## src/hdl/uhp_consts.svh

```systemverilog
`ifndef UHP_CONSTS_SVH
`define UHP_CONSTS_SVH
`define UHP_NUM_PIPES 7
`define UHP_OFS_SELECT 8'h00
`define UHP_OFS_CONTROL 8'h04
`define UHP_OFS_TTEP 8'h08
`define UHP_OFS_SIZE_BANKS 8'h0C
`define UHP_OFS_POLL 8'h10
`define UHP_OFS_STATUS 8'h14
`define UHP_OFS_INRQ 8'h18
`define UHP_OFS_ERROR 8'h1C
`define UHP_OFS_PIPE_RESET 8'h20
`define UHP_OFS_PIPE_FLAGS 8'h24
`define UHP_CTL_ON 0
`define UHP_CTL_RESTART 3
`define UHP_CTL_UNBOUNDED 5
`define UHP_CTL_HALT 6
`define UHP_CTL_FLOW_EN 7
`define UHP_SB_MEMORY_ALLOCATE 1
`define UHP_SB_BANK_LSB 2
`define UHP_SB_SIZE_LSB 4
`define UHP_ST_OK 7
`define UHP_ST_OVF 6
`define UHP_ST_UNF 5
`define UHP_ST_TOG_LSB 2
`define UHP_ERR_TALLY_LSB 5
`define UHP_SEL_MASK 8'h07
`define UHP_CTL_MASK 8'hE9
`define UHP_SB_MASK 8'h7E
`define UHP_ERR_MASK 8'h7F
`define UHP_RESET_MASK 8'h7F
`define UHP_REG_RESET 8'h00
`define UHP_TALLY_LIMIT 2'h3
`define UHP_MAX_STD_SIZE 3'h3
`define UHP_MAX_EXT_SIZE 3'h5
`define UHP_EXT_SIZE_EP 4'h1
`define UHP_MAX_BANK 2'h1
`define UHP_RESP_OKAY 2'h0
`define UHP_RESP_DECERR 2'h3
`endif

```

## src/hdl/uhp_pkg.sv

```systemverilog
`default_nettype none
package uhp_pkg;
  typedef enum logic [1:0] {
    UHP_TYPE_CONTROL = 2'h0,
    UHP_TYPE_ISO = 2'h1,
    UHP_TYPE_BULK = 2'h2,
    UHP_TYPE_INTERRUPT = 2'h3
  } uhp_xfer_t;

  typedef enum logic [1:0] {
    UHP_TOKEN_SETUP = 2'h0,
    UHP_TOKEN_IN = 2'h1,
    UHP_TOKEN_OUT = 2'h2,
    UHP_TOKEN_RSVD = 2'h3
  } uhp_token_t;

  typedef struct packed {
    logic valid;
    logic [2:0] pipe;
    logic in_ok;
    logic rx_toggle;
    logic tx_done;
    logic out_empty;
    logic overflow;
    logic stall;
    logic crc;
    logic timeout;
    logic pid;
    logic data_pid;
    logic toggle_bad;
    logic busy_upd;
    logic [1:0] busy;
  } uhp_event_t;

  typedef struct packed {
    uhp_xfer_t transfer_type_sel;
    uhp_token_t token_sel;
    logic [3:0] target_endpoint;
    logic [2:0] pipe_capacity_sel;
    logic [1:0] bank_count_sel;
    logic [7:0] poll_period;
    logic toggle;
    logic req_ok;
  } uhp_view_t;
endpackage
`default_nettype wire

```

## src/hdl/uhp_err_track.sv

```systemverilog
`include "uhp_consts.svh"
`default_nettype none
module uhp_err_track (
  input wire logic core_clk,
  input wire logic rst,
  input wire logic pipe_rst,
  input wire logic wr_en,
  input wire logic [7:0] wdata,
  input wire logic [4:0] err_set,
  output logic [4:0] err_flags_q,
  output logic [1:0] error_tally_q,
  output logic tally_full
);
  logic any_err;
  assign any_err = |err_set;
  assign tally_full = (error_tally_q == `UHP_TALLY_LIMIT);

  // Error flags clear only by a written zero or a pipe reset; a new event wins over the zero.
  always_ff @(posedge core_clk) begin
    if (rst || pipe_rst) begin
      err_flags_q <= 5'h00;
    end else if (wr_en) begin
      err_flags_q <= (err_flags_q & wdata[4:0]) | err_set;
    end else begin
      err_flags_q <= err_flags_q | err_set;
    end
  end

  // Tally saturates at its limit; software writes replace it, but a counted error in the same cycle wins over the write.
  always_ff @(posedge core_clk) begin
    if (rst || pipe_rst) begin
      error_tally_q <= 2'h0;
    end else if (any_err && !tally_full) begin
      error_tally_q <= error_tally_q + 2'h1;
    end else if (wr_en) begin
      error_tally_q <= wdata[`UHP_ERR_TALLY_LSB +: 2];
    end
  end
endmodule
`default_nettype wire

```

## src/hdl/uhp_memory_allocate_check.sv

```systemverilog
`include "uhp_consts.svh"
`default_nettype none
module uhp_memory_allocate_check (
  input wire logic [2:0] pipe_capacity_sel,
  input wire logic [1:0] bank_count_sel,
  input wire logic [3:0] target_endpoint,
  output logic fits
);
  // Large sizes are only legal on endpoint 1; reserved codes never allocate.
  always_comb begin
    fits = (bank_count_sel <= `UHP_MAX_BANK) &&
           ((pipe_capacity_sel <= `UHP_MAX_STD_SIZE) ||
            ((pipe_capacity_sel <= `UHP_MAX_EXT_SIZE) && (target_endpoint == `UHP_EXT_SIZE_EP)));
  end
endmodule
`default_nettype wire

```

## src/hdl/uhp_pipe_ctl.sv

```systemverilog
// Chosen here: the AXI4-Lite register port and the placing of the registers.
`include "uhp_consts.svh"
`default_nettype none
module uhp_pipe_ctl (
  input wire logic core_clk,
  input wire logic rst,
  input wire logic [7:0] s_axi_awaddr,
  input wire logic s_axi_awvalid,
  output logic s_axi_awready,
  input wire logic [31:0] s_axi_wdata,
  input wire logic [3:0] s_axi_wstrb,
  input wire logic s_axi_wvalid,
  output logic s_axi_wready,
  output logic [1:0] s_axi_bresp,
  output logic s_axi_bvalid,
  input wire logic s_axi_bready,
  input wire logic [7:0] s_axi_araddr,
  input wire logic s_axi_arvalid,
  output logic s_axi_arready,
  output logic [31:0] s_axi_rdata,
  output logic [1:0] s_axi_rresp,
  output logic s_axi_rvalid,
  input wire logic s_axi_rready,
  input wire uhp_pkg::uhp_event_t ev,
  input wire logic [2:0] eng_pipe,
  output uhp_pkg::uhp_view_t eng_view,
  output logic [6:0] req_allowed,
  output logic [6:0] flow_err_req,
  output logic zlp_send
);
  localparam int NP = `UHP_NUM_PIPES;

  logic [2:0] pipe_select_q;
  logic [6:0] pipe_on_q;
  logic [6:0] unbounded_q;
  logic [6:0] flow_en_q;
  logic [6:0] pipe_halt_q;
  logic [6:0] restart_q;
  logic [7:0] ttep_q [NP];
  logic [7:0] size_banks_q [NP];
  logic [7:0] poll_q [NP];
  logic [6:0] memory_allocate_ok_q;
  logic [6:0] overflow_q;
  logic [6:0] underflow_q;
  logic [6:0] toggle_q;
  logic [1:0] busy_q [NP];
  logic [7:0] in_request_tally_q [NP];
  logic [6:0] pipe_reset_q;
  logic [4:0] err_flags [NP];
  logic [1:0] error_tally [NP];
  logic [6:0] tally_full;
  logic [6:0] fits;
  logic [6:0] ev_hit;
  logic [6:0] wr_hit;
  logic zlp_d;

  logic wr_fire;
  logic rd_fire;
  logic wr_lane;
  logic wr_sel;
  logic wr_ctl;
  logic wr_ttep;
  logic wr_sb;
  logic wr_poll;
  logic wr_stat;
  logic wr_inrq;
  logic wr_err;
  logic wr_prst;
  logic wr_bad;
  logic [7:0] wd;
  logic [7:0] rd_byte;
  logic rd_bad;
  logic [2:0] rp;

  assign wd = s_axi_wdata[7:0];
  assign wr_lane = s_axi_wstrb[0];

  // Address and data are taken together so no partial write is ever held.
  assign wr_fire = s_axi_awvalid && s_axi_wvalid && !s_axi_bvalid;
  assign s_axi_awready = wr_fire;
  assign s_axi_wready = wr_fire;
  assign rd_fire = s_axi_arvalid && !s_axi_rvalid;
  assign s_axi_arready = rd_fire;

  always_comb begin
    wr_sel = 1'b0;
    wr_ctl = 1'b0;
    wr_ttep = 1'b0;
    wr_sb = 1'b0;
    wr_poll = 1'b0;
    wr_stat = 1'b0;
    wr_inrq = 1'b0;
    wr_err = 1'b0;
    wr_prst = 1'b0;
    wr_bad = 1'b0;
    if (s_axi_awaddr == `UHP_OFS_SELECT) begin
      wr_sel = 1'b1;
    end else if (s_axi_awaddr == `UHP_OFS_CONTROL) begin
      wr_ctl = 1'b1;
    end else if (s_axi_awaddr == `UHP_OFS_TTEP) begin
      wr_ttep = 1'b1;
    end else if (s_axi_awaddr == `UHP_OFS_SIZE_BANKS) begin
      wr_sb = 1'b1;
    end else if (s_axi_awaddr == `UHP_OFS_POLL) begin
      wr_poll = 1'b1;
    end else if (s_axi_awaddr == `UHP_OFS_STATUS) begin
      wr_stat = 1'b1;
    end else if (s_axi_awaddr == `UHP_OFS_INRQ) begin
      wr_inrq = 1'b1;
    end else if (s_axi_awaddr == `UHP_OFS_ERROR) begin
      wr_err = 1'b1;
    end else if (s_axi_awaddr == `UHP_OFS_PIPE_RESET) begin
      wr_prst = 1'b1;
    end else if (s_axi_awaddr != `UHP_OFS_PIPE_FLAGS) begin
      wr_bad = 1'b1;
    end
  end

  always_ff @(posedge core_clk) begin
    if (rst) begin
      s_axi_bvalid <= 1'b0;
      s_axi_bresp <= `UHP_RESP_OKAY;
    end else if (wr_fire) begin
      s_axi_bvalid <= 1'b1;
      s_axi_bresp <= wr_bad ? `UHP_RESP_DECERR : `UHP_RESP_OKAY;
    end else if (s_axi_bready) begin
      s_axi_bvalid <= 1'b0;
    end
  end

  always_ff @(posedge core_clk) begin
    if (rst) begin
      pipe_select_q <= 3'h0;
    end else if (wr_fire && wr_lane && wr_sel) begin
      pipe_select_q <= wd[2:0];
    end
  end

  always_ff @(posedge core_clk) begin
    if (rst) begin
      pipe_reset_q <= 7'h00;
    end else if (wr_fire && wr_lane && wr_prst) begin
      pipe_reset_q <= wd[6:0];
    end
  end

  genvar g;
  generate
    for (g = 0; g < NP; g++) begin : g_pipe
      assign wr_hit[g] = wr_fire && wr_lane && (pipe_select_q == 3'(g));
      assign ev_hit[g] = ev.valid && (ev.pipe == 3'(g));
      uhp_memory_allocate_check u_fit (
        .pipe_capacity_sel(size_banks_q[g][`UHP_SB_SIZE_LSB +: 3]),
        .bank_count_sel(size_banks_q[g][`UHP_SB_BANK_LSB +: 2]),
        .target_endpoint(ttep_q[g][3:0]),
        .fits(fits[g])
      );
      uhp_err_track u_err (
        .core_clk(core_clk),
        .rst(rst),
        .pipe_rst(pipe_reset_q[g]),
        .wr_en(wr_hit[g] && wr_err),
        .wdata(wd),
        .err_set(ev_hit[g] ? {ev.crc, ev.timeout, ev.pid, ev.data_pid, ev.toggle_bad} : 5'h00),
        .err_flags_q(err_flags[g]),
        .error_tally_q(error_tally[g]),
        .tally_full(tally_full[g])
      );
      assign req_allowed[g] = pipe_on_q[g] && memory_allocate_ok_q[g] && !pipe_halt_q[g];
      assign flow_err_req[g] = flow_en_q[g] && (overflow_q[g] || underflow_q[g]);
    end
  endgenerate

  // Configuration is untouched by a pipe reset, only by system reset.
  always_ff @(posedge core_clk) begin
    if (rst) begin
      pipe_on_q <= 7'h00;
      unbounded_q <= 7'h00;
      flow_en_q <= 7'h00;
      for (int p = 0; p < NP; p++) begin
        ttep_q[p] <= `UHP_REG_RESET;
        size_banks_q[p] <= `UHP_REG_RESET;
        poll_q[p] <= `UHP_REG_RESET;
      end
    end else begin
      for (int p = 0; p < NP; p++) begin
        if (wr_hit[p] && wr_ctl) begin
          pipe_on_q[p] <= wd[`UHP_CTL_ON];
          unbounded_q[p] <= wd[`UHP_CTL_UNBOUNDED];
          flow_en_q[p] <= wd[`UHP_CTL_FLOW_EN];
        end
        if (wr_hit[p] && wr_ttep) begin
          ttep_q[p] <= wd;
        end
        if (wr_hit[p] && wr_sb) begin
          size_banks_q[p] <= wd & `UHP_SB_MASK;
        end
        if (wr_hit[p] && wr_poll) begin
          poll_q[p] <= wd;
        end
      end
    end
  end

  always_ff @(posedge core_clk) begin
    if (rst) begin
      memory_allocate_ok_q <= 7'h00;
    end else begin
      for (int p = 0; p < NP; p++) begin
        if (!pipe_on_q[p] || !size_banks_q[p][`UHP_SB_MEMORY_ALLOCATE]) begin
          memory_allocate_ok_q[p] <= 1'b0;
        end else begin
          memory_allocate_ok_q[p] <= fits[p];
        end
      end
    end
  end

  // Hardware halt causes are applied after the software write so they win.
  always_ff @(posedge core_clk) begin
    if (rst) begin
      pipe_halt_q <= 7'h7F;
    end else begin
      for (int p = 0; p < NP; p++) begin
        if (wr_hit[p] && wr_ctl) begin
          pipe_halt_q[p] <= wd[`UHP_CTL_HALT];
        end
        if (pipe_reset_q[p] || (wr_hit[p] && wr_ctl && wd[`UHP_CTL_ON] && !pipe_on_q[p])) begin
          pipe_halt_q[p] <= 1'b1;
        end
        if (!memory_allocate_ok_q[p] || (ev_hit[p] && ev.stall) || tally_full[p]) begin
          pipe_halt_q[p] <= 1'b1;
        end
        if (ev_hit[p] && ev.in_ok && !unbounded_q[p] && (in_request_tally_q[p] == 8'h00)) begin
          pipe_halt_q[p] <= 1'b1;
        end
      end
    end
  end

  always_ff @(posedge core_clk) begin
    if (rst) begin
      for (int p = 0; p < NP; p++) begin
        in_request_tally_q[p] <= `UHP_REG_RESET;
      end
    end else begin
      for (int p = 0; p < NP; p++) begin
        if (wr_hit[p] && wr_inrq) begin
          in_request_tally_q[p] <= wd;
        end else if (ev_hit[p] && ev.in_ok && !unbounded_q[p] && (in_request_tally_q[p] != 8'h00)) begin
          in_request_tally_q[p] <= in_request_tally_q[p] - 8'h01;
        end
      end
    end
  end

  always_ff @(posedge core_clk) begin
    if (rst) begin
      restart_q <= 7'h00;
      toggle_q <= 7'h00;
    end else begin
      for (int p = 0; p < NP; p++) begin
        restart_q[p] <= wr_hit[p] && wr_ctl && wd[`UHP_CTL_RESTART];
        if (restart_q[p] || pipe_reset_q[p]) begin
          toggle_q[p] <= 1'b0;
        end else if (ev_hit[p] && ev.in_ok) begin
          toggle_q[p] <= ev.rx_toggle;
        end else if (ev_hit[p] && ev.tx_done) begin
          toggle_q[p] <= !toggle_q[p];
        end
      end
    end
  end

  always_ff @(posedge core_clk) begin
    if (rst) begin
      for (int p = 0; p < NP; p++) begin
        busy_q[p] <= 2'h0;
      end
    end else begin
      for (int p = 0; p < NP; p++) begin
        if (pipe_reset_q[p]) begin
          busy_q[p] <= 2'h0;
        end else if (ev_hit[p] && ev.busy_upd && (ev.busy != 2'h3)) begin
          busy_q[p] <= ev.busy;
        end
      end
    end
  end

  always_comb begin
    zlp_d = 1'b0;
    for (int p = 0; p < NP; p++) begin
      if (ev_hit[p] && ev.out_empty && (ttep_q[p][5:4] == uhp_pkg::UHP_TOKEN_OUT) &&
          ((ttep_q[p][7:6] == uhp_pkg::UHP_TYPE_ISO) || (ttep_q[p][7:6] == uhp_pkg::UHP_TYPE_INTERRUPT))) begin
        zlp_d = 1'b1;
      end
    end
  end

  always_ff @(posedge core_clk) begin
    if (rst) begin
      zlp_send <= 1'b0;
    end else begin
      zlp_send <= zlp_d;
    end
  end

  // Flow flags clear only by a written zero; a new event in the same cycle wins.
  always_ff @(posedge core_clk) begin
    if (rst) begin
      overflow_q <= 7'h00;
      underflow_q <= 7'h00;
    end else begin
      for (int p = 0; p < NP; p++) begin
        if (wr_hit[p] && wr_stat) begin
          overflow_q[p] <= (overflow_q[p] && wd[`UHP_ST_OVF]) || (ev_hit[p] && ev.overflow);
          underflow_q[p] <= (underflow_q[p] && wd[`UHP_ST_UNF]) || (zlp_d && ev_hit[p]);
        end else begin
          overflow_q[p] <= overflow_q[p] || (ev_hit[p] && ev.overflow);
          underflow_q[p] <= underflow_q[p] || (zlp_d && ev_hit[p]);
        end
      end
    end
  end

  assign rp = (pipe_select_q < 3'(NP)) ? pipe_select_q : 3'h0;
  always_comb begin
    rd_byte = 8'h00;
    rd_bad = 1'b0;
    if (s_axi_araddr == `UHP_OFS_SELECT) begin
      rd_byte = {5'h00, pipe_select_q};
    end else if (s_axi_araddr == `UHP_OFS_CONTROL) begin
      rd_byte = {flow_en_q[rp], pipe_halt_q[rp], unbounded_q[rp], 1'b0, restart_q[rp], 2'h0, pipe_on_q[rp]};
    end else if (s_axi_araddr == `UHP_OFS_TTEP) begin
      rd_byte = ttep_q[rp];
    end else if (s_axi_araddr == `UHP_OFS_SIZE_BANKS) begin
      rd_byte = size_banks_q[rp];
    end else if (s_axi_araddr == `UHP_OFS_POLL) begin
      rd_byte = poll_q[rp];
    end else if (s_axi_araddr == `UHP_OFS_STATUS) begin
      rd_byte = {memory_allocate_ok_q[rp], overflow_q[rp], underflow_q[rp], 1'b0, 1'b0, toggle_q[rp], busy_q[rp]};
    end else if (s_axi_araddr == `UHP_OFS_INRQ) begin
      rd_byte = in_request_tally_q[rp];
    end else if (s_axi_araddr == `UHP_OFS_ERROR) begin
      rd_byte = {1'b0, error_tally[rp], err_flags[rp]};
    end else if (s_axi_araddr == `UHP_OFS_PIPE_RESET) begin
      rd_byte = {1'b0, pipe_reset_q};
    end else if (s_axi_araddr == `UHP_OFS_PIPE_FLAGS) begin
      rd_byte = {7'h00, |err_flags[rp]};
    end else begin
      rd_bad = 1'b1;
    end
  end

  always_ff @(posedge core_clk) begin
    if (rst) begin
      s_axi_rvalid <= 1'b0;
      s_axi_rdata <= 32'h0000_0000;
      s_axi_rresp <= `UHP_RESP_OKAY;
    end else if (rd_fire) begin
      s_axi_rvalid <= 1'b1;
      s_axi_rdata <= {24'h000000, rd_byte};
      s_axi_rresp <= rd_bad ? `UHP_RESP_DECERR : `UHP_RESP_OKAY;
    end else if (s_axi_rready) begin
      s_axi_rvalid <= 1'b0;
    end
  end

  always_comb begin
    logic [2:0] ep;
    ep = (eng_pipe < 3'(NP)) ? eng_pipe : 3'h0;
    eng_view.transfer_type_sel = uhp_pkg::uhp_xfer_t'(ttep_q[ep][7:6]);
    eng_view.token_sel = uhp_pkg::uhp_token_t'(ttep_q[ep][5:4]);
    eng_view.target_endpoint = ttep_q[ep][3:0];
    eng_view.pipe_capacity_sel = size_banks_q[ep][`UHP_SB_SIZE_LSB +: 3];
    eng_view.bank_count_sel = size_banks_q[ep][`UHP_SB_BANK_LSB +: 2];
    eng_view.poll_period = (ttep_q[ep][7:6] == uhp_pkg::UHP_TYPE_INTERRUPT) ? poll_q[ep] : 8'h00;
    eng_view.toggle = toggle_q[ep];
    eng_view.req_ok = req_allowed[ep];
  end
endmodule
`default_nettype wire

```

## config.mk

```make
export PLATFORM = sky130hd
export DESIGN_NAME = uhp_pipe_ctl
export DESIGN_NICKNAME = d
export VERILOG_FILES = /design/src/hdl/uhp_pkg.sv /design/src/hdl/uhp_err_track.sv /design/src/hdl/uhp_memory_allocate_check.sv /design/src/hdl/uhp_pipe_ctl.sv
export VERILOG_INCLUDE_DIRS = /design/src /design/src/hdl
export SDC_FILE = /design/constraint.sdc
export NUM_CORES = 1
export LEC_CHECK = 0
export BUFFER_PORTS_ARGS = -buffer_cell sky130_fd_sc_hd__buf_2
export CORE_MARGIN = 2
export CORE_UTILIZATION = 31
export CTS_CLUSTER_DIAMETER = 60
export DETAILED_ROUTE_END_ITERATION = 10
export HOLD_SLACK_MARGIN = 0.15
export PLACE_DENSITY = 0.53
export RECOVER_POWER = 50
export SETUP_SLACK_MARGIN = 0.05
export SLEW_MARGIN = 20
export SYNTH_ARGS = -nofsm -noshare
export SYNTH_HDL_FRONTEND = slang
export SYNTH_HIERARCHICAL = 1
export SYNTH_SLANG_ARGS = --single-unit
```

## constraint.sdc

```tcl
create_clock -name core_clk -period 5.1 [get_ports core_clk]
set_input_delay 0.255 -clock core_clk [delete_from_list [all_inputs] [get_ports core_clk]]
set_output_delay 0.255 -clock core_clk [all_outputs]
set_load 0.05 [all_outputs]
```

==> results of run 1 <==
==> layer usage <==
layer	share of wire	GRT usage	routed length [microns]	vias to the layer above
met5	0.00069	0	65	-
met4	0.047	0.104	4450	10
met3	0.094	0.0491	8900	249
met2	0.44	0.380	41200	1192
met1	0.42	0.345	40000	10200
li1	-	-	-	8820
==> worst max-delay path: cells and delay by family, from the launching register on <==
family,cells,cell delay (ns)
buffers and inverters,1,0.28
and+or+nand+nor,4,2.14
AOI/OAI and AO/OA,1,0.23
DFF,1,1.01
==> registers in the layout, indices dropped and copies added (netlist names), 8 cells and up <==
signal / count
g_pipe.u_err/err_flags_q: 35
g_pipe.u_err/error_tally_q: 14
busy_q: 14
ttep_q: 56
poll_q: 56
size_banks_q: 42
s_axi_rdata: 8
in_request_tally_q: 56
==> worst max-delay path by stage <==
stage,to,slack [ns],cells past startpoint
floorplan,eng_view[2],1.28,9
global placement,eng_view[2],1.56,8
detailed placement,in_request_tally_q[3][6]$_SDFFCE_PN0P_,1.55,6
CTS,eng_view[9],1.55,8
global route,in_request_tally_q[6][3]$_SDFFCE_PP0P_,0.78,6
finish,in_request_tally_q[6][4]$_SDFFCE_PP0P_,1.07,6
==> synthesized netlist by cell type (all sizes together) (6+ instances only) <==
cell type / n
a22oi: 12
and2: 31
nand4b: 6
o211a: 7
nor2: 376
clkbuf: 73
nand3: 49
o2bb2ai: 6
o22ai: 67
inv: 55
a21boi: 7
buf: 106
and3: 30
a311oi: 9
a31oi: 10
and4: 8
a2111oi: 14
mux2: 58
or2b: 15
o21ai: 105
nor4b: 10
a211oi: 52
nand2b: 47
ha: 21
a21oi: 168
xor2: 18
o21a: 9
o221ai: 14
dfxtp: 135
a31o: 8
nor4: 15
o21bai: 8
mux2i: 90
xnor2: 24
or2: 14
nor3: 88
mux4: 30
nand2: 191
a221oi: 16
a22o: 13
edfxtp: 224
a21o: 16
nor2b: 21
o211ai: 15
==> area by class of cell <==
class	count	area (sq um)
Fill cell	7234	45600
Multi-Input combinational cell	1800	11500
Sequential cell	359	9440
Clock buffer	56	1240
Tap cell	940	1180
Timing Repair Buffer	163	930
Clock inverter	27	234
Inverter	55	206
Antenna cell	1	2.50
==> where the power goes <==
part           switching (uW)  internal [uW]
Clock                    1370           1890
Combinational             573            239
Sequential                111           3180
Total                    2060           5310
==> logic make-up (layout without fill, tap and decap cells) <==
logic type / after synthesis / count (layout) / synth area share
fa+ha+maj: 21 / 21 / 0.0119
buf+inv: 234 / 301 / 0.0539
compound gates: 595 / 595 / 0.178
xor+xnor: 42 / 42 / 0.0167
flops: 359 / 359 / 0.428
simple gates: 940 / 940 / 0.211
other cells: 1 / 25 / 0.000170
mux: 178 / 178 / 0.101
==> stage by stage <==
stage               hold WS (ns)  instances  utilization
floorplan                  0.391       2393            -
detailed placement         0.430       3301        0.330
global route               0.227       3400        0.352
global placement           0.427       3301        0.330
finish                     0.215       3401        0.352
CTS                        0.152       3400        0.353
==> what timing repair did <==
item | 4_1_cts | 5_1_grt
hold buffers | 16 | 0
endpoints found under the hold margin | 32 | 0
setup endpoints to repair | 0 | 0
==> impl_metrics.toml, run 1 <==
[sta]
fmax_mhz = 248
slew_violations = 68
finalSetupViolCount = 0
tightest_slew_ns = 2.73
hold_viol = 0
max-slew-margin-rel = -0.844
finClkSkew_ns = 0.0278
setup_slack_ns = 1.07
final.setup.tns_ns = 0
fin_crit_ns = 4.03
post-route-period-util = 0.790
grt_setup_unrepaired = "false"

[yosys]
synth_area_per_cell_sq_um = 9.30
yosys.area.top_type = "edfxtp_1"
syn_inst = 2370
synth_area_leaders = "edfxtp_1 (31%), dfxtp_1 (12%), nor2_1 (6.3%)"
ys_seq_elements = 359
synth.cell_area_sq_um = 22000
synth-main-ff-cell = "edfxtp_1"
yosys_warnings = 6
netlist.area_leader.share = 0.305
async_flop_share = 0
synth-edff-count = 224
ys_seq_area_frac = 0.428
synth_cell_types = 102

[critical_path]
timing.rr.start = "pipe_select_q[0]$_SDFFE_PP0P_"
slowest_delay_ns = 1.47
required_ns = 5.37
critical_path.startpoint = "pipe_select_q[0]$_SDFFE_PP0P_"
critPathSlowestCell = "nor4_1"
worstSetupEndpointType = "flop"
path_cells = "nor2b_1 > clkbuf_1 > nand3_1 > nor2_1 > nor4_1 > o21ai_0"
cp_max_fo = 37
worstReg2RegEnd = "in_request_tally_q[6][4]$_SDFFCE_PP0P_"
worst-r2r-cell-count = 6
critPathLaunchType = "flop"
timing_worst_setup_path_type = "flop to flop"
rrSetupSlack_ns = 1.07
worstPathArrival_ns = 4.30

[detailed_routing]
drt_iter0_drc = 2700
post_drt_wl_per_cell_microns = 27.8
vias = 20400
ant_nets = 0
drc = 0
drt-total-wl_microns = 94600
drt_pass1_iterations = 9
via_per_inst = 6.01

[min_path]
hold_path_end = "pipe_select_q[2]$_SDFFE_PP0P_"
worst_hold_path.num_cells = 4
hp-class = "primary input to flop"
hold_start = "s_axi_wdata[2]"

[pwr]
p_leak_uw = 0.00857
peakVddDrop_uv = 210
totalPowerFinal_uw = 7360
power_density_nw_per_um2 = 298

[clocking]
post_cts_buffers = 0
clock_sinks = 359
ctsResizeCount = 0
h-tree-depth = 2
cts.reportedPaths.clkPinSlew_ns = 0.07
cts_buffers = 45
cts_root_buf = "clkbuf_16"
clk_latency_ns = 0.59
clk_path_buf_depth = 3
cts_tree = "done"

[global_routing]
antenna_found_initial = 6
grt_max_degree = 70
grt-ovfl-total = 0
grt_use_total = 0.250
grt_pass1_vias = 19100
grt_pass1_wl_microns = 136000

[finish]
area_growth_pct = 12.1
layout_common_cells = "nor2_1 (369), edfxtp_1 (224), nand2_1 (190)"
final_common_cell = "nor2_1"
stdcell_area_sq_um = 24700
drive_gt1_frac = 0.126
finalNetCount = 2525

[die]
die_w_microns = 271
row_count = 97
initial_core_util = 0.314
die_h_microns = 271
die-area_sq_um = 73300
coreArea_sq_um = 70300
ioPinCount = 159

[placement]
gp_congestion = 0.977
postPlaceCellArea_sq_um = 23200
hpwl_microns = 68500
pre_cts_ws_ns = 1.55
io_buffers = 107

[run]
drv_cap = 4

[run_status]
status = "finished with violations"
violations = "max-capacitance violations, max-slew violations"
Power figures use the tool's default switching activity.
==> run 2, diff against run 1 <==
ABC_AREA = 1   (was not set)
PLACE_DENSITY = 0.54   (was 0.53)
clock period = 3.6 ns   (was 5.1 ns; I/O delays follow)
==> run 2 against run 1 <==
Effect of this change:
- the flow still finishes with violations (max-capacitance violations, max-slew violations)
- register-to-register slack got worse by 0.83 ns
- routed wire length decreased by 9.5%
- final area increased by 0.53%
- global-route usage decreased by 1.4 points
- final cell count increased by 16%
- largest cell class unchanged
- highest routed layer is now met4
- clock skew decreased by 0.012 ns
- hold slack got worse by 0.0053 ns
- die area decreased by 2.7%
- sequential share of layout area decreased by 0.24 points
==> impl_metrics.toml, run 2 <==
[critical_path]
worstPathArrival_ns = 3.84
worst-path-buf-inv = 4
slowest_delay_ns = 0.72
timing_worst_setup_path_type = "flop to flop"
critPathSlowestCell = "nor2_1"
critPathLaunchType = "flop"
worstSetupEndpointType = "flop"
path_cells = "nor2_1 > inv_1 > nor2_1 > nand2_2 > nor2_1 > clkbuf_1 > inv_1 > nor2_1 > inv_2 > a21boi_1 > nand2_1 > nand2_1 > nor2_1"
cp_max_fo = 7
required_ns = 4.08
cp_common_cell = "nor2_1"
critPathTopFamily = "simple AND/OR/NAND/NOR gates"

[sta]
whs_ns = 0.210
finClkSkew_ns = 0.0163
fmax_mhz = 298
fin_crit_ns = 3.36
max-slew-margin-rel = -0.0304
hold_viol = 0
grt_setup_unrepaired = "false"
final.setup.tns_ns = 0
finalSetupViolCount = 0
slew_violations = 19
post-route-period-util = 0.933
tightest_slew_ns = 1.55

[yosys]
yosys_warnings = 6
synth-edff-count = 224
netlist.area_leader.share = 0.314
synth_compound_area_frac = 0.181
yosys.area.top_type = "edfxtp_1"
yosysMostFrequentCell = "nand2_1"
synth_cell_types = 66
yosys.area_share.adder = 0.0123
synth-main-ff-cell = "edfxtp_1"
synth-xor-area-share = 0.0184
synth_area_per_cell_sq_um = 7.61
syn_inst = 2820
ys_seq_area_frac = 0.440
synth_top_family_by_area = "simple AND/OR/NAND/NOR gates"
async_flop_share = 0
yosys.area_share.simple = 0.252
synth.cell_area_sq_um = 21400
synth_mux_area_frac = 0
synthTopCellsByCount = "nand2_1 (502), nor2_1 (479), inv_1 (280), o21ai_0 (226), edfxtp_1 (224)"
synth_area_leaders = "edfxtp_1 (31%), dfxtp_1 (13%), nand2_1 (8.8%)"
ys_seq_elements = 359

[pwr]
power_density_nw_per_um2 = 420
peakVddDrop_uv = 297
p_leak_uw = 0.00976
totalPowerFinal_uw = 10400

[finish]
diodes = 0
ff_latch_area_sq_um = 9430
layout_common_cells = "nand2_1 (502), nor2_1 (489), inv_1 (283)"
area_growth_pct = 15.8
multi_input_area_sq_um = 10000
final_common_cell = "nand2_1"
drive_gt1_frac = 0.114
largestRegisters = "in_request_tally_q x56, poll_q x56, ttep_q x56"
fillers = 7320
utilization = 0.362
finalNetCount = 3078
stdcell_area_sq_um = 24800

[clocking]
clk_latency_ns = 0.60
cts_tree = "done"
h-tree-depth = 2
clk_path_buf_depth = 3
clock_sinks = 359
post_cts_buffers = 0
cts_root_buf = "clkbuf_16"
cts.reportedPaths.clkPinSlew_ns = 0.06
cts_buffers = 46
ctsResizeCount = 0

[die]
row_count = 96
die_w_microns = 267
ioPinCount = 159
initial_core_util = 0.313
die-area_sq_um = 71300
coreArea_sq_um = 68600
die_h_microns = 267

[min_path]
hp-class = "primary input to flop"

[run_status]
status = "finished with violations"
violations = "max-capacitance violations, max-slew violations"

[global_routing]
grt_use_total = 0.235
grt_pass1_wl_microns = 125000
grt_max_degree = 63
grt-ovfl-total = 0
antenna_found_initial = 2
grt_pass1_vias = 19000

[placement]
postPlaceCellArea_sq_um = 23200
io_buffers = 107
hpwl_microns = 62800
gp_congestion = 0.959

[detailed_routing]
ant_nets = 0
post_drt_wl_per_cell_microns = 21.7
drc = 0
drt-total-wl_microns = 85700
drt_iter0_drc = 2152
drt_pass1_iterations = 6
via_per_inst = 5.21
vias = 20600

[run]
drv_cap = 2
[run 2: changes by cell type after synthesis, sizes merged, moves of 30 or more]
cell	delta
nor2	+150
mux2i	-90
inv	+262
and2	-30
mux2	-58
o22ai	-41
o211ai	+46
nand3	+94
nor3	-51
nand2b	-47
o21ai	+186
nand2	+326
mux4	-30
[run 2: kinds of logic (layout without fill, tap and decap cells)]
kind of cell | Yosys count | in the layout
other | 1 | 24
and+or+nand+nor | 1262 | 1262
buffers and inverters | 471 | 641
AOI/OAI and AO/OA | 661 | 661
DFF | 359 | 359
adders and majority gates | 21 | 21
xor gates and xnor gates | 45 | 45
[run 2: area by class of cell]
cell class | count | share of cell area
Multi-Input combinational cell | 2013 | 0.403
Timing Repair Buffer | 233 | 0.0616
Clock inverter | 19 | 0.00801
Clock buffer | 65 | 0.0521
Inverter | 324 | 0.0492
Tap cell | 931 | 0.0469
Sequential cell | 359 | 0.380
[run 2: worst register-to-register path, cell delays in order (launching register included)]
cell      delay [ns]
dfxtp_1         0.32
nor2_1          0.18
inv_1           0.11
nor2_1          0.35
nand2_2         0.23
nor2_1          0.72
clkbuf_1        0.43
inv_1           0.11
nor2_1          0.33
inv_2           0.15
a21boi_1        0.17
nand2_1         0.06
nand2_1         0.05
nor2_1          0.04
[run 2: metrics by stage]
step	setup WS (ns)	instances
after floorplan	0.341	2843
final	0.241	3944
after CTS	0.334	3944
after detailed placement	0.591	3827
after global placement	0.594	3827
after global routing	0.0464	3944
[run 2: routing by layer]
layer | global-route usage | vias to the layer above | wire length [microns]
met1 | 0.330 | 9746 | 38200
li1 | - | 9738 | -
met2 | 0.362 | 934 | 37400
met5 | 0 | - | 0
met4 | 0.0847 | 0 | 3040
met3 | 0.0421 | 132 | 7110
[run 2: what timing repair did]
item,CTS,global route
setup endpoints to repair,0,0
hold buffers,33,0
endpoints found under the hold margin,82,0
[run 2: path summary, 6_finish.rpt]
check	startpoint	end	slack [ns]	cells past startpoint
setup reg to reg	s_axi_bvalid$_SDFFE_PP0P_	g_pipe[0].u_err/error_tally_q[1]$_SDFFE_PP0P_	0.24	13
hold reg to reg	restart_q[2]$_SDFF_PP0_	toggle_q[2]$_SDFFE_PP0P_	0.44	1
setup / recovery	s_axi_bvalid$_SDFFE_PP0P_	g_pipe[0].u_err/error_tally_q[1]$_SDFFE_PP0P_	0.24	13
hold / removal	s_axi_wdata[5]	unbounded_q[3]$_SDFFE_PP0P_	0.21	3
[run 2: where the power goes]
part | internal, uW | total, uW | leakage [uW] | switching [uW]
sequential | 4510 | 4630 | 0.00338 | 125
combinational | 287 | 1150 | 0.00564 | 859
clock | 2730 | 4660 | 0.000732 | 1920
==> run 3, diff against run 2 <==
GPL_TIMING_DRIVEN = 0   (was not set)
==> run 3 against run 2 <==
Effect of this change:
- the flow finishes with violations (negative setup slack)
- clock-buffer cell count grew 1
- maximum frequency is 7.5% lower
- clock skew up 0.013 ns
- sequential cell count did not move
- first-iteration DRC count grew 57%
- worst setup slack got worse by 0.27 ns
- clock power about the same
- critical endpoint is now eng_view[9]
- largest cell class unchanged
==> impl_metrics.toml, run 3 (synthesis results as in run 2) <==
[finish]
utilization = 0.364
multi_input_area_sq_um = 10000
instances_no_fill = 3996
finalNetCount = 3130
drive_gt1_frac = 0.111
largestRegisters = "in_request_tally_q x56, poll_q x56, ttep_q x56"
final_common_cell = "nand2_1"
diodes = 0
layout_common_cells = "nand2_1 (503), nor2_1 (480), inv_1 (295)"
ff_latch_area_sq_um = 9430
fillers = 7398
area_growth_pct = 16.4

[detailed_routing]
drt_pass1_iterations = 9
vias = 22200
drt_iter0_drc = 3381
ant_nets = 0
drc = 0
post_drt_wl_per_cell_microns = 26.5
drt-total-wl_microns = 106000
via_per_inst = 5.55

[die]
ioPinCount = 159
die-area_sq_um = 71300
die_w_microns = 267
initial_core_util = 0.313
die_h_microns = 267
row_count = 96
coreArea_sq_um = 68600

[run_status]
status = "finished with violations"
violations = "negative setup slack"

[sta]
hold_viol = 0
fin_crit_ns = 3.63
finalSetupViolCount = 1
fmax_mhz = 275
setup_slack_ns = -0.0302
post-route-period-util = 1.01
finClkSkew_ns = 0.0288
grt_setup_unrepaired = "false"
tightest_slew_ns = 1.35
max-slew-margin-rel = 0.102
slew_violations = 0
final.setup.tns_ns = -0.0302

[critical_path]
worstSetupEndpointType = "primary output"
cp_max_fo = 10
required_ns = 3.42
worstPathArrival_ns = 3.45
timing_worst_setup_path_type = "primary input to primary output"
critPathLaunchType = "primary input"

[clocking]
clk_path_buf_depth = 3
clock_sinks = 359
cts.reportedPaths.clkPinSlew_ns = 0.06
cts_buffers = 45
clk_latency_ns = 0.61
cts_root_buf = "clkbuf_16"
h-tree-depth = 2
cts_tree = "done"

[pwr]
power_density_nw_per_um2 = 421
p_leak_uw = 0.00977
totalPowerFinal_uw = 10500
peakVddDrop_uv = 304

[run]
drv_cap = 0

[global_routing]
grt-ovfl-total = 0
antenna_found_initial = 5
grt_pass1_vias = 20300
grt_use_total = 0.291
grt_max_degree = 17
grt_pass1_wl_microns = 147000

[placement]
io_buffers = 107
pre_cts_ws_ns = 0.284
gp_congestion = 1.07
hpwl_microns = 78400
placed_cells = 3881

[min_path]
hp-class = "primary input to flop"
[run 3: cell count changes in the layout (fill, tap and decap cells not counted), moves of 5 or more]
cell      change
buf_6        +13
clkbuf_1     +46
clkinv_2      -5
clkbuf_2      -7
inv_2        -11
inv_1        +12
nor2_2        +5
buf_12        -5
nor2_1        -9
buf_2        +42
buf_4        -36
[run 3: through the flow]
stage,hold slack [ns],cell area (sq um)
4_1_cts,0.151,25000
3_5_place_dp,0.417,23200
3_3_place_gp,0.421,23200
6_report,0.173,25000
2_1_floorplan,0.322,21500
5_1_grt,0.207,25000
[run 3: layout make-up]
cell class / count / share of cell area
multi-input cells: 2013 / 0.402
inverters: 324 / 0.0488
flip-flops and latches: 359 / 0.378
clock inverters: 17 / 0.00737
well taps: 931 / 0.0467
plain buffers: 147 / 0.0336
clock buffers: 66 / 0.0511
repair buffers: 139 / 0.0323
[run 3: final timing paths]
path,depth (start not counted),slack (ns),end,startpoint
setup / recovery,9,-0.03,eng_view[9],eng_pipe[0]
hold / removal,3,0.17,unbounded_q[3]$_SDFFE_PP0P_,s_axi_wdata[5]
setup reg to reg,10,0.04,s_axi_rdata[6]$_SDFFE_PP0P_,pipe_select_q[0]$_SDFFE_PP0P_
hold reg to reg,1,0.43,toggle_q[4]$_SDFFE_PP0P_,restart_q[4]$_SDFF_PP0_
[run 3: report_power, final]
group          internal (uW)  switching (uW)  leakage, uW
combinational            298             917      0.00568
sequential              4510             143      0.00338
clock                   2680            1960     0.000703
[run 3: metal layers]
layer / global-route usage / vias up / wire length (microns)
li1: - / 9844 / -
met5: 0 / - / 54
met3: 0.0691 / 330 / 12100
met1: 0.384 / 10500 / 42400
met4: 0.179 / 6 / 7240
met2: 0.429 / 1500 / 44200
[run 3: worst max-delay path: stages]
cell,delay (ns)
buf_2,0.12
a21boi_2,0.64
inv_2,0.25
o211ai_1,0.14
o21ai_0,0.12
o21ai_1,0.54
nand2_1,0.40
a221oi_1,0.65
buf_2,0.38
[run 3: what timing repair did]
item / 4_1_cts / 5_1_grt
setup endpoints to repair: 0 / 1
hold endpoints to repair: 83 / 0
buffers inserted: 0 / 0
resized for setup: 0 / 1
hold buffers: 32 / 0
